**config.mk**
```make
export PLATFORM = sky130hd
export DESIGN_NAME = sync_serial_control_clocking
export DESIGN_NICKNAME = d
export VERILOG_FILES = /design/src/ssc_ctrl_pkg.sv /design/src/sync_serial_control_clocking.sv
export VERILOG_INCLUDE_DIRS = /design/src /design/src/src
export SDC_FILE = /design/constraint.sdc
export NUM_CORES = 1
export LEC_CHECK = 0
export BUFFER_PORTS_ARGS = -buffer_cell sky130_fd_sc_hd__buf_2
export CAP_MARGIN = 0
export CORE_ASPECT_RATIO = 0.75
export CORE_MARGIN = 5
export CORE_UTILIZATION = 55
export CTS_CLUSTER_SIZE = 8
export DETAILED_ROUTE_END_ITERATION = 16
export PLACE_DENSITY = 0.69
export SETUP_SLACK_MARGIN = 0.5
export SYNTH_ARGS = -nofsm -noshare
export SYNTH_HDL_FRONTEND = slang
export SYNTH_SLANG_ARGS = --single-unit
```
**constraint.sdc**
```tcl
create_clock -name sys_clk -period 23.5 [get_ports sys_clk]
set_clock_uncertainty 0.1 [all_clocks]
set_input_delay 4.7 -clock sys_clk [delete_from_list [all_inputs] [get_ports sys_clk]]
set_output_delay 4.7 -clock sys_clk [all_outputs]
set_load 0.02 [all_outputs]
```
**src/ssc_ctrl_regs.svh**
```systemverilog
// register offsets, field positions and reset values of the serial controller
`ifndef SSC_CTRL_REGS_SVH
`define SSC_CTRL_REGS_SVH
`define OFF_CONTROL_COMMANDS 8'h00
`define OFF_CLOCK_DIVIDER_SETUP 8'h04
`define OFF_RX_CLOCK_SETUP 8'h10
`define OFF_RX_FRAME_SETUP 8'h14
`define OFF_TX_CLOCK_SETUP 8'h18
`define OFF_TX_FRAME_SETUP 8'h1C
`define OFF_RX_DATA_WORD 8'h20
`define OFF_TX_DATA_WORD 8'h24
`define OFF_RX_SYNC_WORD 8'h30
`define OFF_TX_SYNC_WORD 8'h34
`define OFF_RX_MATCH_A 8'h38
`define OFF_RX_MATCH_B 8'h3C
`define OFF_CONTROLLER_STATUS 8'h40
`define OFF_IRQ_ENABLE_SET 8'h44
`define OFF_IRQ_ENABLE_CLEAR 8'h48
`define OFF_IRQ_ENABLE_VIEW 8'h4C
`define OFF_EVENT_CLEAR 8'h50
`define OFF_LOCK_SETUP 8'hE4
`define OFF_LOCK_VIOLATION 8'hE8
`define BIT_RX_ON 0
`define BIT_RX_OFF 1
`define BIT_TX_ON 8
`define BIT_TX_OFF 9
`define BIT_SOFT_RESET 15
`define BIT_LOCK_ENABLE 0
`define BIT_VIOLATION 0
`define POS_VIOLATION_SRC 8
`define DIV_WIDTH 12
`define POS_CLK_SOURCE 0
`define POS_CLK_OUT_MODE 2
`define POS_CLK_INVERT 5
`define STATUS_RESET 32'h000000CC
`define ST_TX_ON 16
`define ST_RX_ON 17
`define ST_VIOLATION 18
`define CHAR_BITS_DEFAULT 8
`endif

```
**src/ssc_ctrl_pkg.sv**
```systemverilog
// types shared by the serial controller
package ssc_ctrl_pkg;
   typedef enum {DIR_OFF, DIR_ON, DIR_DRAIN} dir_state_e;
   typedef struct packed {
      logic sel;
      logic enable;
      logic write;
      logic [7:0] addr;
      logic [31:0] wdata;
   } apb_req_s;
endpackage : ssc_ctrl_pkg

```
**src/sync_serial_control_clocking.sv**
```systemverilog
// control, write lock and clock setup of the synchronous serial controller
//
// The APB register port is this design's own decision.
`timescale 1ns/1ns
`include "ssc_ctrl_regs.svh"
//
// Overview of operation
// [RULE_01] receive on command enables receiver unless receive off set same write
// [RULE_02] receive off stops receiver after current character finishes
// [RULE_03] transmit on command enables transmitter unless transmit off set same write
// [RULE_04] transmit off stops transmitter after current character shifts out
// [RULE_05] soft reset resets controller, overriding all other control bits
// [RULE_06] divider field zero: no divided bit clock
// [RULE_07] nonzero divider: divided clock equals master clock over twice field
// [RULE_08] divider field is 12 bits, up to 4095
// [RULE_09] clock setup writes ignored while write lock enabled
// [RULE_10] receive clock source: 0 divided, 1 transmit clock, 2 pin, 3 reserved
// [RULE_11] locked write sets violation flag and records target register
// [RULE_12] invert clear samples on falling receive edge, set on rising
// [RULE_13] clock output mode: 0 input, 1 continuous, 2 only during transfer
// [RULE_14] soft reset stops both directions and restores register reset values; lock setup and lock violation keep their values
module sync_serial_control_clocking #(
   parameter int CHAR_BITS = `CHAR_BITS_DEFAULT
) (
   // clock and reset
   input wire logic sys_clk,
   input wire logic rst,
   input wire logic clkEn,
   // apb slave
   input wire logic psel,
   input wire logic penable,
   input wire logic pwrite,
   input wire logic [7:0] paddr,
   input wire logic [31:0] pwdata,
   output logic [31:0] prdata,
   output logic pready,
   output logic pslverr,
   // link clocks
   input wire logic txClockSignal,
   input wire logic rxClockPinIn,
   output logic rxClockPinOut,
   output logic rxClockPinOe,
   // to frame logic
   output logic divClock,
   output logic rxSampleStrobe,
   output logic rxEnabled,
   output logic txEnabled,
   output logic irq
);
   logic [31:0] cmrReg, rcmrReg, rfmrReg, tcmrReg, tfmrReg, tshrReg, rc0Reg, rc1Reg;
   logic [31:0] imrReg, statusReg;
   logic lockReg, violReg;
   logic [7:0] violSrcReg;
   logic [`DIV_WIDTH-1:0] divCnt_reg;
   logic divClk_reg;
   ssc_ctrl_pkg::dir_state_e rxState_reg, txState_reg;
   logic [5:0] rxBit_reg, txBit_reg;
   logic rxClkSel_reg, rxClkPrev_reg;

   ssc_ctrl_pkg::apb_req_s req;
   assign req = '{sel: psel, enable: penable, write: pwrite, addr: paddr, wdata: pwdata};

   // decode
   wire access = req.sel && req.enable && clkEn;
   wire wrAcc = access && req.write;
   wire wrCtrl = wrAcc && req.addr == `OFF_CONTROL_COMMANDS;
   wire softReset = wrCtrl && req.wdata[`BIT_SOFT_RESET]; // [RULE_05]
   wire cmdRxOn = wrCtrl && !softReset && req.wdata[`BIT_RX_ON] && !req.wdata[`BIT_RX_OFF];
   wire cmdRxOff = wrCtrl && !softReset && req.wdata[`BIT_RX_OFF];
   wire cmdTxOn = wrCtrl && !softReset && req.wdata[`BIT_TX_ON] && !req.wdata[`BIT_TX_OFF];
   wire cmdTxOff = wrCtrl && !softReset && req.wdata[`BIT_TX_OFF];
   wire isProtected = req.addr == `OFF_CLOCK_DIVIDER_SETUP || req.addr == `OFF_RX_CLOCK_SETUP
      || req.addr == `OFF_RX_FRAME_SETUP || req.addr == `OFF_TX_CLOCK_SETUP
      || req.addr == `OFF_TX_FRAME_SETUP || req.addr == `OFF_RX_MATCH_A
      || req.addr == `OFF_RX_MATCH_B;
   wire wrBlocked = wrAcc && isProtected && lockReg; // [RULE_09]
   wire wrOk = wrAcc && !(isProtected && lockReg);
   wire wrLock = wrOk && req.addr == `OFF_LOCK_SETUP;
   wire [`DIV_WIDTH-1:0] divField = cmrReg[`DIV_WIDTH-1:0]; // [RULE_08]
   wire [1:0] clkSource = rcmrReg[`POS_CLK_SOURCE +: 2];
   wire [2:0] clkOutMode = rcmrReg[`POS_CLK_OUT_MODE +: 3];
   wire clkInvert = rcmrReg[`POS_CLK_INVERT];

   // receive clock source selection
   logic rxClkRaw;
   always_comb begin
      case (clkSource) // [RULE_10]
         2'h0: rxClkRaw = divClk_reg;
         2'h1: rxClkRaw = txClockSignal;
         2'h2: rxClkRaw = rxClockPinIn;
         default: rxClkRaw = 1'b0;
      endcase
   end
   // sampling edge chosen by inversion
   wire rxEdge = clkInvert ? (rxClkSel_reg && !rxClkPrev_reg)
      : (!rxClkSel_reg && rxClkPrev_reg); // [RULE_12]
   wire txEdge = divClk_reg && (divCnt_reg == `DIV_WIDTH'(1)) && divField != '0;
   wire rxLast = rxEdge && rxBit_reg == 6'(CHAR_BITS - 1);
   wire txLast = txEdge && txBit_reg == 6'(CHAR_BITS - 1);

   wire [31:0] statusLive = `STATUS_RESET | (32'(txState_reg != ssc_ctrl_pkg::DIR_OFF) << `ST_TX_ON)
      | (32'(rxState_reg != ssc_ctrl_pkg::DIR_OFF) << `ST_RX_ON) | (32'(violReg) << `ST_VIOLATION);

   // readback mux
   logic [31:0] rdMux;
   always_comb begin
      case (req.addr)
         `OFF_CLOCK_DIVIDER_SETUP: rdMux = cmrReg;
         `OFF_RX_CLOCK_SETUP: rdMux = rcmrReg;
         `OFF_RX_FRAME_SETUP: rdMux = rfmrReg;
         `OFF_TX_CLOCK_SETUP: rdMux = tcmrReg;
         `OFF_TX_FRAME_SETUP: rdMux = tfmrReg;
         `OFF_TX_SYNC_WORD: rdMux = tshrReg;
         `OFF_RX_MATCH_A: rdMux = rc0Reg;
         `OFF_RX_MATCH_B: rdMux = rc1Reg;
         `OFF_CONTROLLER_STATUS: rdMux = statusReg;
         `OFF_IRQ_ENABLE_VIEW: rdMux = imrReg;
         `OFF_LOCK_SETUP: rdMux = {31'h0, lockReg};
         `OFF_LOCK_VIOLATION: rdMux = {16'h0, violSrcReg, 7'h0, violReg};
         default: rdMux = 32'h0;
      endcase
   end
   wire mapped = req.addr[1:0] == 2'h0 && (req.addr <= `OFF_EVENT_CLEAR
      || req.addr == `OFF_LOCK_SETUP || req.addr == `OFF_LOCK_VIOLATION);

   // apb answer: ready one cycle after setup, registered
   always_ff @(posedge sys_clk or posedge rst) begin
      if (rst) begin
         pready <= 1'b0;
         prdata <= 32'h0;
         pslverr <= 1'b0;
      end else if (clkEn) begin
         pready <= req.sel && !req.enable;
         prdata <= (req.sel && !req.enable && !req.write) ? rdMux : 32'h0;
         pslverr <= req.sel && !req.enable && !mapped;
      end
   end

   // configuration registers
   always_ff @(posedge sys_clk or posedge rst) begin
      if (rst) begin
         cmrReg <= 32'h0;
         rcmrReg <= 32'h0;
         rfmrReg <= 32'h0;
         tcmrReg <= 32'h0;
         tfmrReg <= 32'h0;
         tshrReg <= 32'h0;
         rc0Reg <= 32'h0;
         rc1Reg <= 32'h0;
         imrReg <= 32'h0;
      end else if (softReset) begin // [RULE_14]
         cmrReg <= 32'h0;
         rcmrReg <= 32'h0;
         rfmrReg <= 32'h0;
         tcmrReg <= 32'h0;
         tfmrReg <= 32'h0;
         tshrReg <= 32'h0;
         rc0Reg <= 32'h0;
         rc1Reg <= 32'h0;
         imrReg <= 32'h0;
      end else if (wrOk) begin
         case (req.addr)
            `OFF_CLOCK_DIVIDER_SETUP: cmrReg <= {20'h0, req.wdata[`DIV_WIDTH-1:0]};
            `OFF_RX_CLOCK_SETUP: rcmrReg <= req.wdata;
            `OFF_RX_FRAME_SETUP: rfmrReg <= req.wdata;
            `OFF_TX_CLOCK_SETUP: tcmrReg <= req.wdata;
            `OFF_TX_FRAME_SETUP: tfmrReg <= req.wdata;
            `OFF_TX_SYNC_WORD: tshrReg <= req.wdata;
            `OFF_RX_MATCH_A: rc0Reg <= req.wdata;
            `OFF_RX_MATCH_B: rc1Reg <= req.wdata;
            `OFF_IRQ_ENABLE_SET: imrReg <= imrReg | req.wdata;
            `OFF_IRQ_ENABLE_CLEAR: imrReg <= imrReg & ~req.wdata;
            default: imrReg <= imrReg;
         endcase
      end
   end

   // write lock and violation record
   always_ff @(posedge sys_clk or posedge rst) begin
      if (rst) begin
         lockReg <= 1'b0;
         violReg <= 1'b0;
         violSrcReg <= 8'h0;
      end else if (clkEn) begin
         if (wrLock) lockReg <= req.wdata[`BIT_LOCK_ENABLE];
         if (wrBlocked) begin // [RULE_11]
            violReg <= 1'b1;
            violSrcReg <= req.addr;
         end else if (wrLock) begin
            violReg <= 1'b0;
         end
      end
   end

   // sticky status: events set, clear register clears, set wins
   always_ff @(posedge sys_clk or posedge rst) begin
      if (rst) begin
         statusReg <= `STATUS_RESET;
      end else if (clkEn) begin
         if (softReset) statusReg <= `STATUS_RESET; // [RULE_14]
         else if (wrOk && req.addr == `OFF_EVENT_CLEAR)
            statusReg <= (statusReg & ~req.wdata) | statusLive;
         else statusReg <= statusReg | statusLive;
      end
   end

   // divided clock: toggles every divField master cycles
   always_ff @(posedge sys_clk or posedge rst) begin
      if (rst) begin
         divCnt_reg <= '0;
         divClk_reg <= 1'b0;
      end else if (clkEn) begin
         if (divField == '0) begin // [RULE_06]
            divCnt_reg <= '0;
            divClk_reg <= 1'b0;
         end else if (divCnt_reg >= divField - `DIV_WIDTH'(1)) begin // [RULE_07]
            divCnt_reg <= '0;
            divClk_reg <= !divClk_reg;
         end else begin
            divCnt_reg <= divCnt_reg + `DIV_WIDTH'(1);
         end
      end
   end

   // receive clock edge tracking
   always_ff @(posedge sys_clk or posedge rst) begin
      if (rst) begin
         rxClkSel_reg <= 1'b0;
         rxClkPrev_reg <= 1'b0;
      end else if (clkEn) begin
         rxClkSel_reg <= rxClkRaw;
         rxClkPrev_reg <= rxClkSel_reg;
      end
   end

   // receive direction state
   always_ff @(posedge sys_clk or posedge rst) begin
      if (rst) begin
         rxState_reg <= ssc_ctrl_pkg::DIR_OFF;
         rxBit_reg <= '0;
      end else if (clkEn) begin
         if (softReset) begin // [RULE_14]
            rxState_reg <= ssc_ctrl_pkg::DIR_OFF;
            rxBit_reg <= '0;
         end else begin
            if (rxState_reg != ssc_ctrl_pkg::DIR_OFF && rxEdge)
               rxBit_reg <= rxLast ? 6'h0 : rxBit_reg + 6'h1;
            case (rxState_reg)
               ssc_ctrl_pkg::DIR_OFF: if (cmdRxOn) rxState_reg <= ssc_ctrl_pkg::DIR_ON; // [RULE_01]
               ssc_ctrl_pkg::DIR_ON: if (cmdRxOff) // [RULE_02]
                  rxState_reg <= rxBit_reg == 6'h0 && !rxEdge ? ssc_ctrl_pkg::DIR_OFF
                     : ssc_ctrl_pkg::DIR_DRAIN;
               ssc_ctrl_pkg::DIR_DRAIN: if (rxLast) rxState_reg <= ssc_ctrl_pkg::DIR_OFF;
               default: rxState_reg <= ssc_ctrl_pkg::DIR_OFF;
            endcase
         end
      end
   end

   // transmit direction state
   always_ff @(posedge sys_clk or posedge rst) begin
      if (rst) begin
         txState_reg <= ssc_ctrl_pkg::DIR_OFF;
         txBit_reg <= '0;
      end else if (clkEn) begin
         if (softReset) begin // [RULE_14]
            txState_reg <= ssc_ctrl_pkg::DIR_OFF;
            txBit_reg <= '0;
         end else begin
            if (txState_reg != ssc_ctrl_pkg::DIR_OFF && txEdge)
               txBit_reg <= txLast ? 6'h0 : txBit_reg + 6'h1;
            case (txState_reg)
               ssc_ctrl_pkg::DIR_OFF: if (cmdTxOn) txState_reg <= ssc_ctrl_pkg::DIR_ON; // [RULE_03]
               ssc_ctrl_pkg::DIR_ON: if (cmdTxOff) // [RULE_04]
                  txState_reg <= txBit_reg == 6'h0 && !txEdge ? ssc_ctrl_pkg::DIR_OFF
                     : ssc_ctrl_pkg::DIR_DRAIN;
               ssc_ctrl_pkg::DIR_DRAIN: if (txLast) txState_reg <= ssc_ctrl_pkg::DIR_OFF;
               default: txState_reg <= ssc_ctrl_pkg::DIR_OFF;
            endcase
         end
      end
   end

   // registered outputs
   wire rxActive = rxState_reg != ssc_ctrl_pkg::DIR_OFF;
   always_ff @(posedge sys_clk or posedge rst) begin
      if (rst) begin
         divClock <= 1'b0;
         rxSampleStrobe <= 1'b0;
         rxEnabled <= 1'b0;
         txEnabled <= 1'b0;
         irq <= 1'b0;
         rxClockPinOut <= 1'b0;
         rxClockPinOe <= 1'b1;
      end else if (clkEn) begin
         divClock <= divClk_reg;
         rxSampleStrobe <= rxEdge && rxActive; // [RULE_12]
         rxEnabled <= rxActive;
         txEnabled <= txState_reg != ssc_ctrl_pkg::DIR_OFF;
         irq <= |(statusReg & imrReg);
         rxClockPinOut <= divClk_reg;
         case (clkOutMode) // [RULE_13]
            3'h1: rxClockPinOe <= 1'b0;
            3'h2: rxClockPinOe <= !rxActive;
            default: rxClockPinOe <= 1'b1;
         endcase
      end
   end
endmodule : sync_serial_control_clocking

```
==> results.cfg <==
[status]
status = complete, no violations

[setup_path]
cp-end-kind = register
path_max_fanout = 39
setup.worst_path.class = input pin to register
required_ns = 23.87
critPathArrivalTime_ns = 8.07
startpoint_type = input pin

[power]
p_seq_share_pct = 46.7
leakagePower_nw = 10.5
switching_share_pct = 24.5
p_clk_share_pct = 47.0
ir_drop_uv = 55.2
internal-power_w = 0.00108
p_per_area_nw_per_um2 = 67.7
switchingPower_w = 0.000351
p_comb_share_pct = 6.3

[synthesis]
synth.ff_latch_count = 377
ys_async_sr_fraction_pct = 100
netlist-cell-type-count = 81
synth-seq-area-share_pct = 49.5
synth_edf_count = 0
synthesis.area_sq_um = 19100
syn_nets = 1891
syn_inst = 1823
synthFlopType = dfrtp_1
ys_warn_count = 0
syn_avg_cell_area_sq_um = 10.5

[die]
die_y_um = 171
ios = 89
die-area_sq_um = 38500
initial_core_util_pct = 55.3
core_area_sq_um = 34500
rows = 59
die_w_um = 225

[sta]
timing.final.crit_share_pct = 32.8
grt_setup_unrepaired = no
fin_crit_ns = 7.71
fin_ws_ns = 15.79
timing.fmax_mhz = 130
setup_violations = 0
hold_viol_final = 0
slew-limit-headroom_pct = 3.11
finalMaxSlewViolations = 0
worstMarginPinSlew_ns = 1.43
setup_tns_ns = 0

[detailed_routing]
dr.pass1.iters = 6
wl_per_cell_um = 27.6
wl_um = 64500
drt_iter0_drc = 2317
vias = 15700
via_per_inst = 6.74
antenna_left = 0
drc = 0

[placed_design]
place_hpwl_um = 43000
placedInstanceArea_sq_um = 19800
pre_cts_slack_ns = 15.40
port_buffers = 88
gp_congestion = 1.03

[global_routing]
grt_max_degree = 170
grt_pass1_vias = 15200
grt_usage_pct = 33.2
grt_pass1_wl_um = 97500
antenna_found_initial = 1
gr-total-overflow = 0

[final_layout]
nets = 1935
final_cell_mix = dfrtp_1, nand2_1, mux2i_1
drive_gt1_share_pct = 13.0
final_common_cell = dfrtp_1
fin_area_sq_um = 21200
syn2layout_area_growth_pct = 11.2
num_antenna_cells = 0

[clocking]
ctsResizeCount = 0
clkTransAtPathRegs_ns = 0.05
htree_levels = 2
clock_sinks = 377
clockBufferDepth = 3
cts_buffers = 53
post_cts_buffers = 0
cts_tree = built
cts-root-buf = clkbuf_16
clock_latency_ns = 0.58
ctsHoldBuffers = 0

[worst_hold_path]
hold_path.class = register to register

[run]
drv_cap = 0
routing by layer:
metal | vias up | wire length, um | GRT usage (%)
met5 | - | 0 | 0
met4 | 0 | 1500 | 7.62
met1 | 7934 | 27500 | 50.2
li1 | 6664 | - | -
met3 | 142 | 10200 | 14.8
met2 | 1006 | 25300 | 44.0
metrics by stage:
step | power [W] | std cells | hold WS, ns | utilization [%]
final | 0.00143 | 2335 | 0.371 | 61.5
after detailed placement | 0.000768 | 2269 | 0.364 | 57.4
after floorplan | 0.000731 | 1823 | 0.344 | -
after global routing | 0.00147 | 2335 | 0.390 | 61.5
after CTS | 0.00144 | 2335 | 0.375 | 61.5
after global placement | 0.000765 | 2269 | 0.365 | 57.4
path summary, 6_finish.rpt:
check	start	endpoint	slack (ns)	cells after the start
worst max-delay path	paddr[3]	tfmrReg[9]	15.79	8
worst min-delay path	rxSampleStrobe	rxSampleStrobe	0.37	1
max in group asynchronous	rst	imrReg[15]	17.16	4
min in group asynchronous	rst	rfmrReg[1]	4.16	2
worst min register to register	rxSampleStrobe	rxSampleStrobe	0.37	1
worst max register to register	cmrReg[2]	divClk_reg	19.61	11
power groups by stage:
stage	clock network, W	logic [W]	registers (W)
final	0.000674	0.0000904	0.000670
after detailed placement	0	0.0000883	0.000679
after floorplan	0	0.0000525	0.000678
after CTS	0.000679	0.0000885	0.000669
after global placement	0	0.0000862	0.000679
after global routing	0.000706	0.0000980	0.000670
cells by family (layout without fill, tap and decap cells):
| family | Yosys count | in the layout | synth area share (%) |
|---|---|---|---|
| xor gates and xnor gates | 22 | 22 | 1.01 |
| AOI/OAI and AO/OA | 335 | 335 | 13.1 |
| adders and majority gates | 20 | 20 | 1.31 |
| DFF | 377 | 377 | 49.5 |
| muxes | 278 | 278 | 15.0 |
| and+or+nand+nor | 627 | 627 | 15.9 |
| buffers and inverters | 164 | 219 | 4.13 |
worst max-delay path, cell delays in order:
cell and delay [ns]:
buf_2 0.08, buf_4 0.48, nand4bb_1 0.85, nor2_4 0.50
nand2_1 0.14, a21oi_4 0.49, buf_4 0.53, mux2i_1 0.25
cell usage after synthesis, types with 8 or more instances:
library cell  instances  area, sq um
ha_1                 20          250
nor3b_1              11         82.6
and3_1               51          319
a221oi_1             15          131
nand3_1              36          180
a222oi_1             13          130
a21oi_1              64          320
buf_2                41          205
nor4_1               12         75.1
a22o_1               21          184
nor3_1               39          195
xnor2_1              15          131
o2bb2ai_1            33          289
a22oi_1              65          488
o21ai_0              24          120
clkbuf_1             66          248
nand4_1               9         56.3
o22ai_1              16          100
nor2_1               97          364
mux2i_1             255         2550
inv_1                28          105
buf_4                18          135
dfrtp_1             376         9410
a211oi_1              8         60.1
nand2_1             311         1170
mux2_2               18          203
final cells by class:
type / instances / area [sq um]
clock inverter: 3 / 26.3
timing repair buffer: 124 / 723
fill: 2821 / 13300
tap: 457 / 572
clock buffer: 63 / 1360
inverter: 29 / 116
sequential: 377 / 9440
multi-input combinational: 1282 / 8950
(Power assumes the default switching activity.)
